===== src/logic/serial_port_consts.vh =====
// Purpose: register offsets, fields and codes of the serial port controller
// Assumes: host port address is the full printed I/O address
// Notes: definitions only
`ifndef SERIAL_PORT_CONSTS_VH
`define SERIAL_PORT_CONSTS_VH
`define OFF_DATA        10'h03f8
`define OFF_IER         10'h03f9
`define OFF_IIR         10'h03fa
`define OFF_LCR         10'h03fb
`define OFF_MCR         10'h03fc
`define OFF_LSR         10'h03fd
`define OFF_MSR         10'h03fe
`define LCR_DIVISOR_ACCESS_BIT        7
`define LCR_BREAK       6
`define LCR_STICK       5
`define LCR_EVEN        4
`define LCR_PEN         3
`define LCR_STOP2       2
`define MCR_LOOP        4
`define IIR_LINE        8'h06
`define IIR_RXDATA      8'h04
`define IIR_TX_HOLDING_EMPTY        8'h02
`define IIR_MODEM       8'h00
`define IIR_NONE        8'h01
`define DIV_RESET       16'h000c
`define OVERSAMPLE      4'hf
`define OVERSAMPLE_MID  4'h7
`define ZERO8           8'h00
`endif


===== src/logic/async_serial_port_controller.v =====
// Purpose: byte-wide serial port controller behind host I/O ports
// Assumes: host strobes are one-cycle and synchronous to clock
// Notes: no receive fifo; one holding and one shift register per way
`timescale 1ns/1ns
`default_nettype none
`include "serial_port_consts.vh"
module async_serial_port_controller (
	input  wire       clock,
	input  wire       rst_b,
	input  wire [9:0] port_addr,
	input  wire       port_rd,
	input  wire       port_wr,
	input  wire [7:0] port_wdata,
	output reg  [7:0] port_rdata_r,
	output reg        intr_r,
	output reg        tx_out_r,
	input  wire       rx_in,
	output reg        dtr_r,
	output reg        rts_r,
	output reg        out1_r,
	output reg        out2_r,
	input  wire       cts_in,
	input  wire       dsr_in,
	input  wire       ri_in,
	input  wire       dcd_in
);
	localparam TX_IDLE  = 4'b0001;
	localparam TX_START = 4'b0010;
	localparam TX_DATA  = 4'b0100;
	localparam TX_STOP  = 4'b1000;
	localparam RX_IDLE  = 4'b0001;
	localparam RX_START = 4'b0010;
	localparam RX_DATA  = 4'b0100;
	localparam RX_STOP  = 4'b1000;
	localparam [15:0] DIV_INIT = `DIV_RESET;

	reg  [7:0]  lcr_r, mcr_r, ier_r, dll_r, dlm_r;
	reg  [7:0]  thr_r, tsr_r, rbr_r;
	reg         tx_holding_empty_r, dr_r, oe_r, pe_r, fe_r, bi_r, tx_holding_empty_int_r;
	reg  [3:0]  msr_delta_r, msr_prev_r;
	reg  [3:0]  tx_state_r, rx_state_r;
	reg  [3:0]  tx_sub_r, rx_sub_r, tx_cnt_r, rx_cnt_r;
	reg         tx_par_r, tx_line_r;
	reg  [7:0]  rx_shift_r;
	reg         rx_par_r;
	wire        tick;
	wire [3:0]  nbits;
	wire [7:0]  tx_masked, rx_masked;
	wire        tx_podd, rx_podd;
	wire        divisor_access_bit = lcr_r[`LCR_DIVISOR_ACCESS_BIT];
	wire        loop = mcr_r[`MCR_LOOP];
	// modem inputs replaced by control outputs, receive input by transmit line, in loopback
	wire        rx_line = loop ? tx_line_r : rx_in;
	wire [3:0]  modem_in = loop ? {mcr_r[3], mcr_r[2], mcr_r[0], mcr_r[1]}
	                            : {dcd_in, ri_in, dsr_in, cts_in};
	wire        wr_data = port_wr && port_addr == `OFF_DATA && !divisor_access_bit;
	wire        rd_data = port_rd && port_addr == `OFF_DATA && !divisor_access_bit;
	wire        rd_lsr  = port_rd && port_addr == `OFF_LSR;
	wire        rd_msr  = port_rd && port_addr == `OFF_MSR;
	wire        rd_iir  = port_rd && port_addr == `OFF_IIR;
	wire        line_pend = ier_r[2] && (oe_r || pe_r || fe_r || bi_r);
	wire        rx_pend   = ier_r[0] && dr_r;
	wire        tx_pend   = ier_r[1] && tx_holding_empty_int_r;
	wire        ms_pend   = ier_r[3] && (msr_delta_r != 4'h0);
	wire [7:0]  lsr_val = {1'b0, tx_holding_empty_r && tx_state_r == TX_IDLE, tx_holding_empty_r,
	                       bi_r, fe_r, pe_r, oe_r, dr_r};
	reg  [7:0]  iir_val;
	always @* begin
		if (line_pend)
			iir_val = `IIR_LINE;
		else if (rx_pend)
			iir_val = `IIR_RXDATA;
		else if (tx_pend)
			iir_val = `IIR_TX_HOLDING_EMPTY;
		else if (ms_pend)
			iir_val = `IIR_MODEM;
		else
			iir_val = `IIR_NONE;
	end
	baud_tick_gen u_tick (
		.clock    (clock),
		.rst_b    (rst_b),
		.divisor  ({dlm_r, dll_r}),
		.tick16_r (tick)
	);
	// data width and parity per length code
	char_frame_bits u_txbits (
		.len_code   (lcr_r[1:0]),
		.data       (tsr_r),
		.nbits      (nbits),
		.masked     (tx_masked),
		.parity_odd (tx_podd)
	);
	char_frame_bits u_rxbits (
		.len_code   (lcr_r[1:0]),
		.data       (rx_shift_r),
		.nbits      (),
		.masked     (rx_masked),
		.parity_odd (rx_podd)
	);
	// parity bit value: stick forces constant
	function parity_bit;
		input [7:0] l;
		input       podd;
		begin
			if (l[`LCR_STICK])
				parity_bit = ~l[`LCR_EVEN];
			else
				parity_bit = l[`LCR_EVEN] ? podd : ~podd;
		end
	endfunction

	// host register writes
	always @(posedge clock or negedge rst_b) begin
		if (!rst_b) begin
			lcr_r <= `ZERO8;
			mcr_r <= `ZERO8;
			ier_r <= `ZERO8;
			dll_r <= DIV_INIT[7:0];
			dlm_r <= DIV_INIT[15:8];
		end else if (port_wr) begin
			if (port_addr == `OFF_DATA && divisor_access_bit)
				dll_r <= port_wdata;
			else if (port_addr == `OFF_IER && divisor_access_bit)
				dlm_r <= port_wdata;
			else if (port_addr == `OFF_IER)
				ier_r <= {4'h0, port_wdata[3:0]};
			else if (port_addr == `OFF_LCR)
				lcr_r <= port_wdata;
			else if (port_addr == `OFF_MCR)
				mcr_r <= {3'b000, port_wdata[4:0]};
		end
	end

	// transmitter
	always @(posedge clock or negedge rst_b) begin
		if (!rst_b) begin
			thr_r      <= `ZERO8;
			tsr_r      <= `ZERO8;
			tx_holding_empty_r     <= 1'b1;
			tx_holding_empty_int_r <= 1'b0;
			tx_state_r <= TX_IDLE;
			tx_sub_r   <= 4'h0;
			tx_cnt_r   <= 4'h0;
			tx_par_r   <= 1'b0;
			tx_line_r  <= 1'b1;
		end else begin
			if (wr_data) begin
				thr_r  <= port_wdata;
				tx_holding_empty_r <= 1'b0;
			end
			// set wins over the clear by ident read; a data write blocks the set and clears
			if (tx_state_r == TX_IDLE && !tx_holding_empty_r && !wr_data) begin
				tx_holding_empty_int_r <= 1'b1;
			end else if (wr_data || (rd_iir && !line_pend && !rx_pend))
				tx_holding_empty_int_r <= 1'b0;
			if (tick) begin
				case (tx_state_r)
				TX_IDLE: begin
					if (!tx_holding_empty_r) begin
						tsr_r      <= thr_r;
						tx_holding_empty_r     <= 1'b1;
						tx_state_r <= TX_START;
						tx_sub_r   <= 4'h0;
						tx_line_r  <= 1'b0;
					end
				end
				TX_START: begin
					tx_sub_r <= tx_sub_r + 4'h1;
					if (tx_sub_r == `OVERSAMPLE) begin
						tx_state_r <= TX_DATA;
						tx_cnt_r   <= 4'h0;
						tx_par_r   <= parity_bit(lcr_r, tx_podd);
						tx_line_r  <= tx_masked[0];
					end
				end
				TX_DATA: begin
					tx_sub_r <= tx_sub_r + 4'h1;
					if (tx_sub_r == `OVERSAMPLE) begin
						tx_cnt_r <= tx_cnt_r + 4'h1;
						if (tx_cnt_r + 4'h1 < nbits) begin
							tx_line_r <= tsr_r[tx_cnt_r[2:0] + 3'd1];
						end else if (tx_cnt_r + 4'h1 == nbits && lcr_r[`LCR_PEN]) begin
							tx_line_r <= tx_par_r;
						end else begin
							tx_state_r <= TX_STOP;
							tx_cnt_r   <= 4'h0;
							tx_line_r  <= 1'b1;
						end
					end
				end
				TX_STOP: begin
					tx_sub_r <= tx_sub_r + 4'h1;
					if (tx_sub_r == `OVERSAMPLE) begin
						tx_cnt_r <= tx_cnt_r + 4'h1;
						if (tx_cnt_r[0] || !lcr_r[`LCR_STOP2])
							tx_state_r <= TX_IDLE;
					end
				end
				default: tx_state_r <= TX_IDLE;
				endcase
			end
		end
	end

	// receiver, sampling at bit centre
	always @(posedge clock or negedge rst_b) begin
		if (!rst_b) begin
			rbr_r      <= `ZERO8;
			rx_shift_r <= `ZERO8;
			rx_state_r <= RX_IDLE;
			rx_sub_r   <= 4'h0;
			rx_cnt_r   <= 4'h0;
			rx_par_r   <= 1'b0;
			dr_r       <= 1'b0;
			oe_r       <= 1'b0;
			pe_r       <= 1'b0;
			fe_r       <= 1'b0;
			bi_r       <= 1'b0;
		end else begin
			if (rd_data)
				dr_r <= 1'b0;
			if (rd_lsr) begin
				oe_r <= 1'b0;
				pe_r <= 1'b0;
				fe_r <= 1'b0;
				bi_r <= 1'b0;
			end
			if (tick) begin
				case (rx_state_r)
				RX_IDLE: begin
					if (!rx_line) begin
						rx_state_r <= RX_START;
						rx_sub_r   <= 4'h0;
					end
				end
				RX_START: begin
					rx_sub_r <= rx_sub_r + 4'h1;
					if (rx_sub_r == `OVERSAMPLE_MID) begin
						if (rx_line) begin
							rx_state_r <= RX_IDLE; // glitch, not a start bit
						end else begin
							rx_state_r <= RX_DATA;
							rx_sub_r   <= 4'h0;
							rx_cnt_r   <= 4'h0;
							rx_shift_r <= `ZERO8;
						end
					end
				end
				RX_DATA: begin
					rx_sub_r <= rx_sub_r + 4'h1;
					if (rx_sub_r == `OVERSAMPLE) begin
						rx_cnt_r <= rx_cnt_r + 4'h1;
						if (rx_cnt_r < nbits)
							rx_shift_r[rx_cnt_r[2:0]] <= rx_line;
						else if (rx_cnt_r == nbits && lcr_r[`LCR_PEN])
							rx_par_r <= rx_line;
						if (rx_cnt_r + 4'h1 == nbits + {3'b000, lcr_r[`LCR_PEN]})
							rx_state_r <= RX_STOP;
					end
				end
				RX_STOP: begin
					rx_sub_r <= rx_sub_r + 4'h1;
					if (rx_sub_r == `OVERSAMPLE) begin
						// only the first stop bit is checked
						rx_state_r <= RX_IDLE;
						rbr_r      <= rx_masked;
						dr_r       <= 1'b1;
						// error sets win over the status-read clear
						if (dr_r && !rd_data)
							oe_r <= 1'b1;
						if (lcr_r[`LCR_PEN] && rx_par_r != parity_bit(lcr_r, rx_podd))
							pe_r <= 1'b1;
						if (!rx_line)
							fe_r <= 1'b1;
						if (!rx_line && rx_masked == `ZERO8 && !rx_par_r)
							bi_r <= 1'b1;
					end
				end
				default: rx_state_r <= RX_IDLE;
				endcase
			end
		end
	end

	// modem status change detection
	always @(posedge clock or negedge rst_b) begin
		if (!rst_b) begin
			msr_prev_r  <= 4'h0;
			msr_delta_r <= 4'h0;
		end else begin
			msr_prev_r <= modem_in;
			// new changes survive a concurrent read
			msr_delta_r[0] <= (modem_in[0] ^ msr_prev_r[0]) | (msr_delta_r[0] & ~rd_msr);
			msr_delta_r[1] <= (modem_in[1] ^ msr_prev_r[1]) | (msr_delta_r[1] & ~rd_msr);
			msr_delta_r[2] <= (~modem_in[2] & msr_prev_r[2]) | (msr_delta_r[2] & ~rd_msr);
			msr_delta_r[3] <= (modem_in[3] ^ msr_prev_r[3]) | (msr_delta_r[3] & ~rd_msr);
		end
	end

	// read data, pins and interrupt, all registered
	always @(posedge clock or negedge rst_b) begin
		if (!rst_b) begin
			port_rdata_r <= `ZERO8;
			intr_r       <= 1'b0;
			tx_out_r     <= 1'b1;
			dtr_r        <= 1'b0;
			rts_r        <= 1'b0;
			out1_r       <= 1'b0;
			out2_r       <= 1'b0;
		end else begin
			intr_r <= line_pend || rx_pend || tx_pend || ms_pend;
			// break overrides; loopback holds pin idle
			tx_out_r <= loop ? 1'b1 : (tx_line_r && !lcr_r[`LCR_BREAK]);
			dtr_r    <= !loop && mcr_r[0];
			rts_r    <= !loop && mcr_r[1];
			out1_r   <= !loop && mcr_r[2];
			out2_r   <= !loop && mcr_r[3];
			if (port_rd) begin
				if (port_addr == `OFF_DATA)
					port_rdata_r <= divisor_access_bit ? dll_r : rbr_r;
				else if (port_addr == `OFF_IER)
					port_rdata_r <= divisor_access_bit ? dlm_r : ier_r;
				else if (port_addr == `OFF_IIR)
					port_rdata_r <= iir_val;
				else if (port_addr == `OFF_LCR)
					port_rdata_r <= lcr_r;
				else if (port_addr == `OFF_MCR)
					port_rdata_r <= mcr_r;
				else if (port_addr == `OFF_LSR)
					port_rdata_r <= lsr_val;
				else if (port_addr == `OFF_MSR)
					port_rdata_r <= {modem_in, msr_delta_r};
				else
					port_rdata_r <= `ZERO8;
			end
		end
	end
endmodule
`default_nettype wire


===== src/logic/baud_tick_gen.v =====
// Purpose: sixteen-times baud enable from the divisor
// Assumes: divisor zero treated as one
// Notes: one-cycle pulse per oversample
`timescale 1ns/1ns
`default_nettype none
module baud_tick_gen (
	input  wire        clock,
	input  wire        rst_b,
	input  wire [15:0] divisor,
	output reg         tick16_r
);
	reg [15:0] count_r;
	always @(posedge clock or negedge rst_b) begin
		if (!rst_b) begin
			count_r  <= 16'h0000;
			tick16_r <= 1'b0;
		end else if (count_r + 16'h0001 >= divisor) begin
			count_r  <= 16'h0000;
			tick16_r <= 1'b1;
		end else begin
			count_r  <= count_r + 16'h0001;
			tick16_r <= 1'b0;
		end
	end
endmodule
`default_nettype wire


===== src/logic/char_frame_bits.v =====
// Purpose: bit count, parity helper for one character
// Assumes: length code from line control bits 1:0
// Notes: combinational, no state
`timescale 1ns/1ns
`default_nettype none
module char_frame_bits (
	input  wire [1:0] len_code,
	input  wire [7:0] data,
	output wire [3:0] nbits,
	output wire [7:0] masked,
	output wire       parity_odd
);
	assign nbits      = {2'b00, len_code} + 4'h5;
	assign masked     = data & (8'hff >> (2'd3 - len_code));
	assign parity_odd = ^masked;
endmodule
`default_nettype wire


===== config.mk =====
export PLATFORM = sky130hd
export DESIGN_NAME = async_serial_port_controller
export DESIGN_NICKNAME = d
export VERILOG_FILES = /design/src/logic/async_serial_port_controller.v /design/src/logic/baud_tick_gen.v /design/src/logic/char_frame_bits.v
export VERILOG_INCLUDE_DIRS = /design/src /design/src/logic
export SDC_FILE = /design/constraint.sdc
export NUM_CORES = 1
export LEC_CHECK = 0
export ABC_AREA = 1
export BUFFER_PORTS_ARGS = -buffer_cell sky130_fd_sc_hd__buf_2
export CORE_MARGIN = 2
export CORE_UTILIZATION = 55
export CTS_CLUSTER_SIZE = 16
export DETAILED_ROUTE_END_ITERATION = 7
export PLACE_DENSITY = 0.73
export SLEW_MARGIN = 20
export SYNTH_ARGS = -nofsm -noshare
export SYNTH_HDL_FRONTEND = slang
export SYNTH_SLANG_ARGS = --single-unit

===== constraint.sdc =====
create_clock -name clock -period 2.9 [get_ports clock]
set_input_delay 0.145 -clock clock [delete_from_list [all_inputs] [get_ports clock]]
set_output_delay 0.145 -clock clock [all_outputs]
set_load 0.01 [all_outputs]

==> results of run 1 <==
[critical path, stage by stage, from the launching register on]
cell and delay (ns):
dfrtp_1 0.39, ha_1 0.21, nand2_1 0.06, nor2_1 0.16
nand3_2 0.14, nor4_2 0.18, xor2_1 0.22, inv_1 0.06
ha_1 0.27, nand2_1 0.07, inv_1 0.04, nand3_1 0.10
inv_1 0.06, a21oi_1 0.15, nand3_1 0.11, buf_6 0.16
a21oi_1 0.12
[cell usage after synthesis, types with 2 or more instances]
cell        n  area, um2
nand3_4     3       52.6
o21ai_0    88        440
buf_6       4       45.0
a21oi_1    29        145
o21bai_1    3       22.5
o21ai_2    15        131
or2_2       3       18.8
nand3b_1    4       30.0
xor2_1     17        149
nand2_2     5       31.3
nor2_1     87        327
inv_1     160        601
o21ai_1    14       70.1
o31ai_1     3       22.5
nand2_4     2       22.5
ha_1       36        450
nand2_1   264        991
nor4_1      4       25.0
dfrtp_1   131       3280
clkbuf_1    7       26.3
nand4_1    39        244
nor3_1     18       90.1
buf_2      11       55.1
dfstp_2     7        184
nor2_4      3       33.8
nand3_1    56        280
inv_2       4       15.0
xnor2_1     8       70.1
[metrics by stage]
stage	hold WS, ns	cell area, um2	setup slack [ns]	utilization, %	instances
CTS	0.00845	9080	0.171	63.2	1298
floorplan	-0.151	8030	0.243	-	1045
finish	0.0258	9100	0.322	63.3	1298
global placement	0.113	8410	0.237	58.6	1257
detailed placement	0.113	8410	0.169	58.6	1257
global route	0.0304	9100	0.00389	63.3	1298
[per-layer routing]
layer,part of all wire [%],routed length (um)
met1,46,8680
met3,4.9,924
met2,47,8840
met4,2.3,443
met5,0,0
[sequential cells by signal, summed over array words and instances, names as in the netlist, 5 cells and up]
signal          cells
u_tick.count_r     16
dll_r               8
dlm_r               8
lcr_r               8
port_rdata_r        8
rbr_r               8
rx_shift_r          8
thr_r               8
tsr_r               8
mcr_r               5
[placed cells by master, fill, tap and decap left out, types with 10 or more instances in the layout]
cell type and instances:
a21oi_1 29, buf_2 39, buf_4 10, clkbuf_16 17, dfrtp_1 131, ha_1 36
inv_1 160, nand2_1 264, nand3_1 55, nand4_1 39, nor2_1 87, nor3_1 17
o21ai_0 88, o21ai_1 14, o21ai_2 15, xor2_1 17
[logic make-up after synthesis]
group           after synthesis
simple gates                495
buf+inv                     189
compound gates              161
flops                       138
fa+ha+maj                    37
xor+xnor                     25
[repair_timing]
item,in CTS,in global routing
hold buffers,9,0
endpoints found under the setup margin,0,17
buffers inserted,0,0
hold endpoints to repair,59,0
gates resized for setup,0,4
[final cells by class]
| type | count | share of cell area, % |
|---|---|---|
| Clock buffer | 19 | 4.98 |
| Tap cell | 184 | 2.53 |
| Multi-Input combinational cell | 718 | 42.0 |
| Sequential cell | 138 | 38.1 |
| Inverter | 166 | 6.92 |
| Timing Repair Buffer | 60 | 4.21 |
| Clock inverter | 13 | 1.32 |
[worst max path at each step]
stage	start	end	slack (ns)	cells after the start
final	u_tick.count_r[0]$_DFF_PN0_	u_tick.count_r[15]$_DFF_PN0_	0.32	16
after global routing	u_tick.count_r[0]$_DFF_PN0_	u_tick.count_r[9]$_DFF_PN0_	0.004	16
after CTS	u_tick.count_r[0]$_DFF_PN0_	u_tick.count_r[9]$_DFF_PN0_	0.17	16
after detailed placement	u_tick.count_r[0]$_DFF_PN0_	u_tick.count_r[9]$_DFF_PN0_	0.17	16
after global placement	u_tick.count_r[0]$_DFF_PN0_	u_tick.count_r[11]$_DFF_PN0_	0.24	16
after floorplan	u_tick.count_r[0]$_DFF_PN0_	u_tick.count_r[3]$_DFF_PN0_	0.24	16
[power by group through the flow]
stage	Sequential [mW]	Clock [mW]	Combinational, mW
2_1_floorplan	2.12	0	0.676
3_3_place_gp	2.17	0	0.894
3_5_place_dp	2.18	0	0.903
4_1_cts	2.14	2.12	0.920
5_1_grt	2.16	2.21	1.07
6_report	2.15	2.09	0.926
==> metrics.md, run 1 <==
| Metric | Value |
|---|---|
| Flop pwr share | 41.6% |
| Syn Std Cell Area | ~0.008 mm2 |
| Filler instances | between 1,000 and 1,500 |
| VDD IR max | approximately 470 uV |
| Iteration-0 DRC Markers | approximately 560 |
| Post-Syn Area per Cell | 7.68 um2 |
| Layout cells sized above 1 | roughly 12% |
| Clk buf depth | 2 |
| Max-Cap Viols | 0 |
| Register area share after synthesis | between 40% and 50% |
| Synth-to-layout area growth | 13.3% |
| Slew @ Worst Pin | 0.825 ns |
| Post-DP HPWL | around 14,000 um |
| Hold Path Origin | port_rd |
| Psw | approximately 1.6 mW |
| Initial antenna violation count | 0 |
| Num Clock Sinks | between 100 and 150 |
| Global route overflow | 0 |
| Post-Syn Nets | roughly 1,100 |
| Antenna Cells | 0 |
| Worst Hold End | port_rdata_r[6]$_DFFE_PN0P_ |
| Mux share of post-synthesis cell area | 0% |
| Worst Path Max Fanout | 17 |
| Port bufs | 40 |
| Mapped Cells | roughly 1,000 |
| CP Capture Type | flip-flop |
| GRT met2 Usage | between 40 and 50% |
| Die height | 125 um |
| Reg-to-reg endpoint | u_tick.count_r[15]$_DFF_PN0_ |
| I/O pins | just over 40 |
| Critical path required time | roughly 3.2 ns |
| Initial core utilization | between 50% and 60% |
| Clock skew | 0.00917 ns |
| Status | complete, no violations |
| Post-synth EDFFs | 0 |
| Vias in the first global route | around 6,600 |
| Hold Fails Final Rpt | 0 |
| Root buffer cell | clkbuf_16 |
| Synth Area in Simple Gates | between 20% and 30% |
| Vias | between 6,000 and 7,000 |
| HP Class | input pin to flip-flop |
| Post-layout net count | 1,165 |
| CTS tree | built |
| Synth Area in Compound Gates | between 10% and 20% |
| Pleak | roughly 4.6 nW |
| Routing usage on met3 | between 5 and 6% |
| Die ar. | about 0.016 mm2 |
| R2R depth | 16 |
| Drt pass-1 iters | 6 |
| Drt drc | 0 |
| Largest family of logic cells by synthesized area | simple AND/OR/NAND/NOR gates |
| CP Data Arrival Time | around 2.9 ns |
| RePlAce Congestion | roughly 0.92 |
| Startpoint Class | flip-flop |
| Crit path kind | flip-flop to flip-flop |
| Synth Area in XOR/XNOR | 2.73% |
| Sw Ratio | 31.2% |
| Post-DR vias/cell | between 5 and 6 |
| Area of the multi-input gates | between 0.003 and 0.004 mm2 |
| H-tree Lvls | 4 |
| Die W | approximately 120 um |
| GRT met1 Usage | approximately 34% |
| Site Rows | 44 |
| Setup violators final | 0 |
| Post-route ant nets | 0 |
| FF-to-FF Start | u_tick.count_r[0]$_DFF_PN0_ |
| Largest net degree at the start of global routing | between 50 and 60 |
| Synth warn | 0 |
| Adder-Cell Fraction of Synth Area | around 5.9% |
| CTS clk-pin slew, worst paths | about 0.06 ns |
| Worst R2R Setup Slack | around 0.32 ns |
| First-pass GRT wire length | ~32,000 um |
| Ys async rst share | between 90% and 100% |
| Top FF cell, synth | dfrtp_1 |
| Register Area | ~0.0035 mm2 |
| Max Freq | between 300 and 400 MHz |
| Synth cell types | 48 |
| Slew Viols, Final | 0 |
| Slew margin rel. | between 40 and 50% |
| Global route hottest layer | met2 |
| Setup_tns | 0 ns |
| Gr usage total | 25.4% |
| RSZ-0062 raised after global routing | no |
| Pwr/cell area | around 570 mW/mm2 |
| Hold path depth | 3 |
| Core Area | between 0.01 and 0.015 mm2 |
| Total wire length | roughly 19,000 um |
| Clock share of power | 40.4% |
| Tmin final | about 2.6 ns |
| Post-synthesis register bit count | roughly 140 |
| Cell Int Power | around 3.5 mW |
| Final period utilization | about nine tenths |
| Worst-skew pair later-pin latency | roughly 0.42 ns |
| Overall Power | 5.16 mW |
| CTS buffer count | 17 |
| Routed len/inst | 14.6 um |
| Logic pwr share | 17.9% |
(Power assumes the default switching activity.)
==> run 2: changes to the inputs <==
--- a/config.mk
+++ b/config.mk
@@ -6,12 +6,13 @@
 export SDC_FILE = /design/constraint.sdc
 export NUM_CORES = 1
 export LEC_CHECK = 0
-export ABC_AREA = 1
 export BUFFER_PORTS_ARGS = -buffer_cell sky130_fd_sc_hd__buf_2
 export CORE_MARGIN = 2
 export CORE_UTILIZATION = 55
+export CTS_BUF_LIST = sky130_fd_sc_hd__clkbuf_16
 export CTS_CLUSTER_SIZE = 16
 export DETAILED_ROUTE_END_ITERATION = 7
+export GPL_ROUTABILITY_DRIVEN = 0
 export PLACE_DENSITY = 0.73
 export SLEW_MARGIN = 20
 export SYNTH_ARGS = -nofsm -noshare
==> run 2 against run 1 <==
  * Clock skew decreased by 0.0012 ns
  * Synthesized cell count decreased by 24%
  * Die area decreased by 3.1%
  * Hold slack got worse by 0.0082 ns
  * Wire length decreased by 0.90%
  * Design area decreased by 2.2%
  * Critical endpoint is now u_tick.count_r[10]$_DFF_PN0_
  * Largest cell class unchanged
  * Largest power group unchanged
  * Highest routed layer unchanged
==> metrics.md, run 2 <==
| Metric | Value |
|---|---|
| Mapped Cells | 798 (-24%) |
| Largest net degree at the start of global routing | 73 (+40%) |
| Vias in the first global route | 6,189 (-5.5%) |
| Synth cell count leaders | 131 x dfrtp_1, 104 x nand2_1, 51 x nor2_1 |
| Slew margin rel. | 53.1% (+8.6 points) |
| Syn Std Cell Area | 0.00777 mm2 (-3.2%) |
| Root buffer cell | clkbuf_16 |
| Pleak | 4.07 nW (-11%) |
| Synth cell types | 74 (+54%) |
| Die ar. | 0.0151 mm2 (-3.1%) |
| Pwr/cell area | 661 mW/mm2 (+16%) |
| Area leader, netlist | dfrtp_1 |
| Hold Fails Final Rpt | 0 (unchanged) |
| Initial core utilization | 56.2% (+0.35 points) |
| Top cell type's share of synthesized area | 42.2% (+1.3 points) |
| Total wire length | 18,700 um (-0.90%) |
| VDD IR max | 630 uV (+35%) |
| First-pass GRT wire length | 30,600 um (-3.3%) |
| Antenna Cells | 0 (unchanged) |
| Post-route insts no fill | 1,039 (-20%) |
| Final period utilization | 95.0% (+6.1 points) |
| Post-route ant nets | 0 (unchanged) |
| Die height | 123 um (-1.5%) |
| Crit path kind | flip-flop to flip-flop |
| Layout cells sized above 1 | 19.7% (+7.6 points) |
| Synth warn | 0 (unchanged) |
| Startpoint Class | flip-flop |
| Global route overflow | 0 (unchanged) |
| Post-Syn Area per Cell | 9.74 um2 (+27%) |
| Top FF cell, synth | dfrtp_1 |
| Port bufs | 40 (unchanged) |
| Drt drc | 0 (unchanged) |
| Tmin final | 2.75 ns (+0.176 ns) |
| Ys async rst share | 100% (unchanged) |
| # placed instances | 1,005 (-20%) |
| Gr usage total | 26.2% (+0.77 points) |
| Die W | 123 um (-1.5%) |
| Post-synth EDFFs | 0 (unchanged) |
| CTS clk-pin slew, worst paths | 0.06 ns (about the same) |
| Max-Cap Viols | 0 (unchanged) |
| HP Class | input pin to flip-flop |
| I/O pins | 41 (unchanged) |
| Core Area | 0.0138 mm2 (-3.8%) |
| Num Clock Sinks | 138 (unchanged) |
| Setup violators final | 0 (unchanged) |
| Max Freq | 363 MHz (-6.4%) |
| Worst Path Max Fanout | 17 (unchanged) |
| Critical path required time | 3.24 ns (about the same) |
| CP Capture Type | flip-flop |
| Commonest non-fill, non-tap cell in the layout | dfrtp_1 |
| Most flops, register | u_tick.count_r |
| Synth-to-layout area growth | 14.4% |
| CTS tree | built |
| Routed len/inst | 18.0 um (+24%) |
| Status | complete, no violations |
| Vias | 6,261 (-9.5%) |
| Clk buf depth | 2 (unchanged) |
| Post-DP HPWL | 13,500 um (-4.2%) |
| Count leader, synth | dfrtp_1 |
| Slew @ Worst Pin | 0.699 ns (-0.127 ns) |
| Synth area leaders | dfrtp_1 42%, mux2_2 6.1%, ha_1 5.8%, nand2_1 5.0%, o21ai_0 2.9% |
| Post-DR vias/cell | 6.03 (+13%) |
| Site Rows | 43 (-2.3%) |
| Post-synthesis register bit count | 138 (unchanged) |
| Post-layout net count | 911 (-22%) |
| Post-Syn Nets | 862 (-22%) |
| Initial antenna violation count | 0 (unchanged) |
| Iteration-0 DRC Markers | 656 (+18%) |
| Slew Viols, Final | 0 (unchanged) |
| H-tree Lvls | 4 (unchanged) |
| CTS buffer count | 17 (unchanged) |
| Clock skew | 0.00794 ns (-0.00123 ns) |
| Setup_tns | 0 ns (unchanged) |
| Most frequent cells in the layout | 130 x dfrtp_1, 103 x nand2_1, 50 x nor2_1, 48 x inv_1, 44 x o21ai_0 |
| Register area share after synthesis | 44.5% (+1.4 points) |
| Drt pass-1 iters | 5 (-1) |
| CP Data Arrival Time | 3.10 ns (+0.18 ns) |
| Flip-flop count of the largest register after layout | 16 (unchanged) |
| Worst-skew pair later-pin latency | 0.41 ns (about the same) |
run 2: per-layer routing:
metal	GRT usage, %	routed length, um	vias up
met1	33.2	7960	3074
met4	11.1	507	0
met3	5.44	1210	42
met2	43.3	9040	220
met5	0	0	-
li1	-	-	2925
run 2: logic make-up after synthesis:
kind of cell / Yosys count / share of synthesized area, %
adders and majority gates: 37 / 6.05
buffers and inverters: 79 / 4.25
DFF: 138 / 44.5
muxes: 62 / 9.24
AOI/OAI and AO/OA: 164 / 13.5
xor gates and xnor gates: 38 / 4.46
and+or+nand+nor: 280 / 17.9
run 2: power by group:
| group | leakage [nW] | internal, mW | switching [mW] |
|---|---|---|---|
| combinational | 1.98 | 0.554 | 0.788 |
| clock | 0.288 | 1.35 | 0.832 |
| sequential | 1.81 | 2.10 | 0.253 |
run 2: path summary, 6_finish.rpt:
path                                                      to  depth (start not counted)                   startpoint  slack (ns)
min in group asynchronous           msr_delta_r[2]$_DFF_PN0_                          2                        rst_b        0.30
worst min register to register          tsr_r[0]$_DFFE_PN0P_                          2         thr_r[0]$_DFFE_PN0P_        0.48
worst max register to register  u_tick.count_r[10]$_DFF_PN0_                         12  u_tick.count_r[0]$_DFF_PN0_        0.15
worst max-delay path            u_tick.count_r[10]$_DFF_PN0_                         12  u_tick.count_r[0]$_DFF_PN0_        0.15
max in group asynchronous          rx_state_r[0]$_DFFE_PN1P_                          3                        rst_b        1.76
worst min-delay path                 msr_prev_r[2]$_DFF_PN0_                          3                        ri_in        0.02
run 2: repair_timing:
| item | in CTS | in global routing |
|---|---|---|
| hold buffers | 2 | 0 |
| setup buffers | 0 | 1 |
| gates resized for setup | 3 | 11 |
| cloned | 0 | 0 |
| endpoints found under the hold margin | 63 | 0 |
| endpoints found under the setup margin | 17 | 18 |
| pin swaps | 0 | 2 |
run 2: through the flow:
step                      power (mW)  utilization [%]  setup WS [ns]  cell area (um2)  hold WS, ns
final                           5.88             64.3          0.145             8890       0.0176
after global placement          3.64             59.3         -0.174             8200        0.172
after CTS                       5.90             63.9         0.0262             8830       0.0158
after detailed placement        3.72             59.3         -0.503             8200        0.186
after floorplan                 3.35                -          0.113             7770       -0.151
after global routing            6.22             64.3       -0.00600             8890       0.0185
run 2: worst max-delay path, cell delays in order, from the launching register on:
cell and delay (ns):
dfrtp_1 0.39, ha_2 0.23, nand2_2 0.10, nor2_2 0.15, and3_1 0.21, xor2_2 0.16
ha_1 0.25, and3_1 0.18, a221o_1 0.36, a211oi_2 0.26, a21oi_4 0.10, buf_12 0.16
nor2b_1 0.13
run 2: cell type report:
| class | instances | area (um2) |
|---|---|---|
| timing repair buffer | 61 | 394 |
| tap | 180 | 225 |
| sequential | 138 | 3460 |
| clock inverter | 14 | 170 |
| inverter | 48 | 180 |
| fill | 1071 | 4930 |
| clock buffer | 17 | 425 |
| multi-input combinational | 581 | 4040 |
==> run 3: changes to the inputs <==
--- a/config.mk
+++ b/config.mk
@@ -6,7 +6,7 @@
 export SDC_FILE = /design/constraint.sdc
 export NUM_CORES = 1
 export LEC_CHECK = 0
-export BUFFER_PORTS_ARGS = -buffer_cell sky130_fd_sc_hd__buf_2
+export BUFFER_PORTS_ARGS = -buffer_cell sky130_fd_sc_hd__buf_4
 export CORE_MARGIN = 2
 export CORE_UTILIZATION = 55
 export CTS_BUF_LIST = sky130_fd_sc_hd__clkbuf_16
==> run 3 against run 2 <==
  * Die area stayed put
  * Hold slack worse by 0.013 ns
  * Via count is 1.0% lower
  * Maximum frequency is 1.7% lower
  * Sequential cell count stayed put
  * Non-clock buffer count is 5 lower
  * Final cell count is 0.38% lower
  * Critical path depth stayed put
  * First-iteration DRC count is 12% higher
  * Wire length is 1.6% higher
==> metrics.md, run 3 (synthesis gave the netlist of run 2 again) <==
| Metric | Value |
|---|---|
| Iteration-0 DRC Markers | 736 (+12%) |
| Tmin final | 2.80 ns (+0.0469 ns) |
| Synth-to-layout area growth | 14.4% (unchanged) |
| Slew Viols, Final | 0 (unchanged) |
| Reg-to-reg endpoint | u_tick.count_r[4]$_DFF_PN0_ |
| Crit path kind | flip-flop to flip-flop |
| Clk buf depth | 2 (unchanged) |
| Placed Instance Area | 0.00822 mm2 (+0.27%) |
| Post-DP HPWL | 13,300 um (-0.77%) |
| First-pass GRT wire length | 30,700 um (+0.25%) |
| I/O pins | 41 (unchanged) |
| Post-layout net count | 906 (-0.55%) |
| Most flops, register | u_tick.count_r |
| CP endpoint | u_tick.count_r[4]$_DFF_PN0_ |
| Worst Path Max Fanout | 17 (unchanged) |
| Site Rows | 43 (unchanged) |
| Hold Fails Final Rpt | 0 (unchanged) |
| Status | complete, no violations |
| VDD IR max | 507 uV (-20%) |
| Worst-skew pair later-pin latency | 0.43 ns (+0.02 ns) |
| Initial antenna violation count | 0 (unchanged) |
| Die W | 123 um (unchanged) |
| Largest net degree at the start of global routing | 86 (+18%) |
| Root buffer cell | clkbuf_16 |
| Hold slack | 0.00451 ns (-0.0131 ns) |
| CP Data Arrival Time | 3.15 ns (+0.05 ns) |
| Initial core utilization | 56.2% (unchanged) |
| Die ar. | 0.0151 mm2 (unchanged) |
| Cell Chain, Critical Path | ha_2 -> nand2_1 -> nor2_2 -> and3_1 -> xor2_1 -> ha_1 -> and3_1 -> a221o_1 -> a211oi_2 -> a21oi_1 -> buf_4 -> nor2b_1 |
| Max Freq | 357 MHz (-1.7%) |
| Core Area | 0.0138 mm2 (unchanged) |
| Final period utilization | 96.6% (+1.6 points) |
| CTS buffer count | 17 (unchanged) |
| DP Worst Slack | 0.0474 ns (+0.550 ns) |
| Setup_tns | 0 ns (unchanged) |
| Drt pass-1 iters | 5 (unchanged) |
| Filler instances | 1,098 (+2.5%) |
| Pleak | 4.07 nW (-0.16%) |
| HP Class | input pin to flip-flop |
| Startpoint Class | flip-flop |
| Die height | 123 um (unchanged) |
| Antenna Cells | 0 (unchanged) |
| Flip-flop count of the largest register after layout | 16 (unchanged) |
| Critical path required time | 3.25 ns (about the same) |
| Setup crit start | u_tick.count_r[0]$_DFF_PN0_ |
| Hold path depth | 3 (unchanged) |
| Routed len/inst | 18.4 um (+2.0%) |
| Layout cells sized above 1 | 17.9% (-1.8 points) |
| Fin util | 64.3% (unchanged) |
| Slew @ Worst Pin | 0.771 ns (+0.0723 ns) |
| Port bufs | 40 (unchanged) |
| Setup violators final | 0 (unchanged) |
| Vias in the first global route | 6,164 (-0.40%) |
| Pwr/cell area | 652 mW/mm2 (-1.4%) |
| Worst path most repeated cell | and3_1 |
| Worst R2R Setup Slack | 0.1 ns (-0.05 ns) |
| Slew margin rel. | 48.6% (-4.5 points) |
| Post-DR vias/cell | 5.99 (-0.62%) |
| H-tree Lvls | 4 (unchanged) |
| Slowest Stage Delay on Critical Path | 0.41 ns (+0.02 ns) |
| Total wire length | 19,000 um (+1.6%) |
| CP Capture Type | flip-flop |
| Most frequent cells in the layout | 131 x dfrtp_1, 104 x nand2_1, 50 x inv_1, 50 x nor2_1, 49 x buf_4 |
| Post-route ant nets | 0 (unchanged) |
| Non-Filler Cell Area, Final | 0.00889 mm2 (unchanged) |
| R2R depth | 12 (unchanged) |
| Drt drc | 0 (unchanged) |
| Global route overflow | 0 (unchanged) |
| Num Clock Sinks | 138 (unchanged) |
| Setup slack after layout | 0.0985 ns (-0.0469 ns) |
| Max-Cap Viols | 0 (unchanged) |
| Clock skew | 0.00926 ns (+0.00132 ns) |
| Vias | 6,198 (-1.0%) |
| Gr usage total | 26.6% (+0.48 points) |
| Commonest non-fill, non-tap cell in the layout | dfrtp_1 |
| CTS tree | built |
| CTS clk-pin slew, worst paths | 0.06 ns (about the same) |
| FF-to-FF Start | u_tick.count_r[0]$_DFF_PN0_ |
| Critical Path Slowest Stage Cell | dfrtp_1 |
## run 3: cell count changes in the layout (fill, tap and decap cells not counted), moves of 2 or more
cell / change
clkinvlp_4: -2
clkinv_1: +2
inv_1: +2
buf_2: -39
buf_4: +32
inv_6: -3
dlygate4sd3_1: +3
clkinv_4: +2
## run 3: where the power goes
group	switching (mW)	leakage, nW	internal, mW
logic	0.802	1.97	0.569
clock network	0.823	0.286	1.25
registers	0.258	1.81	2.10
## run 3: how the worst min path moves through the flow
stage | to | slack (ns) | start
floorplan | bi_r$_DFF_PN0_ | -0.15 | rst_b
global placement | rts_r$_DFF_PN0_ | 0.24 | rst_b
detailed placement | out1_r$_DFF_PN0_ | 0.25 | rst_b
CTS | msr_prev_r[1]$_DFF_PN0_ | 0.007 | dsr_in
global route | dlm_r[6]$_DFFE_PN0P_ | 0.01 | port_wdata[6]
finish | msr_prev_r[1]$_DFF_PN0_ | 0.005 | dsr_in
## run 3: worst max-delay path, delay by kind of cell (launching register included)
kind	cells	cell delay, ns
AND/OR/NAND/NOR	5	0.75
AO/OA/AOI/OAI	3	0.68
buffers and inverters	1	0.20
adder cells (fa/ha/maj)	2	0.48
XOR/XNOR	1	0.20
flip-flops	1	0.41
## run 3: routing by layer
layer  global-route usage (%)  vias to the layer above  routed length, um
li1                         -                     2920                  -
met1                     33.1                     3032               8080
met2                     44.4                      207               9380
met3                     6.51                       39               1070
met4                     10.8                        0                486
met5                        0                        -                  0
## run 3: stage by stage
stage	power (mW)	std cells
3_3_place_gp	3.67	995
2_1_floorplan	3.35	798
4_1_cts	5.81	1032
6_report	5.80	1035
3_5_place_dp	3.74	995
5_1_grt	6.12	1035
## run 3: area by class of cell
cell class	count	area [um2]	area share (%)
Inverter	48	180	2.03
Multi-Input combinational cell	581	4020	45.1
Timing Repair Buffer	56	449	5.05
Clock buffer	17	425	4.78
Tap cell	180	225	2.53
Sequential cell	138	3460	38.9
Clock inverter	15	136	1.53
## run 3: timing repair
action	CTS	global route
resized for setup	0	8
hold endpoints to repair	83	0
setup endpoints to repair	0	17
buffers inserted	0	3
hold buffers	5	0
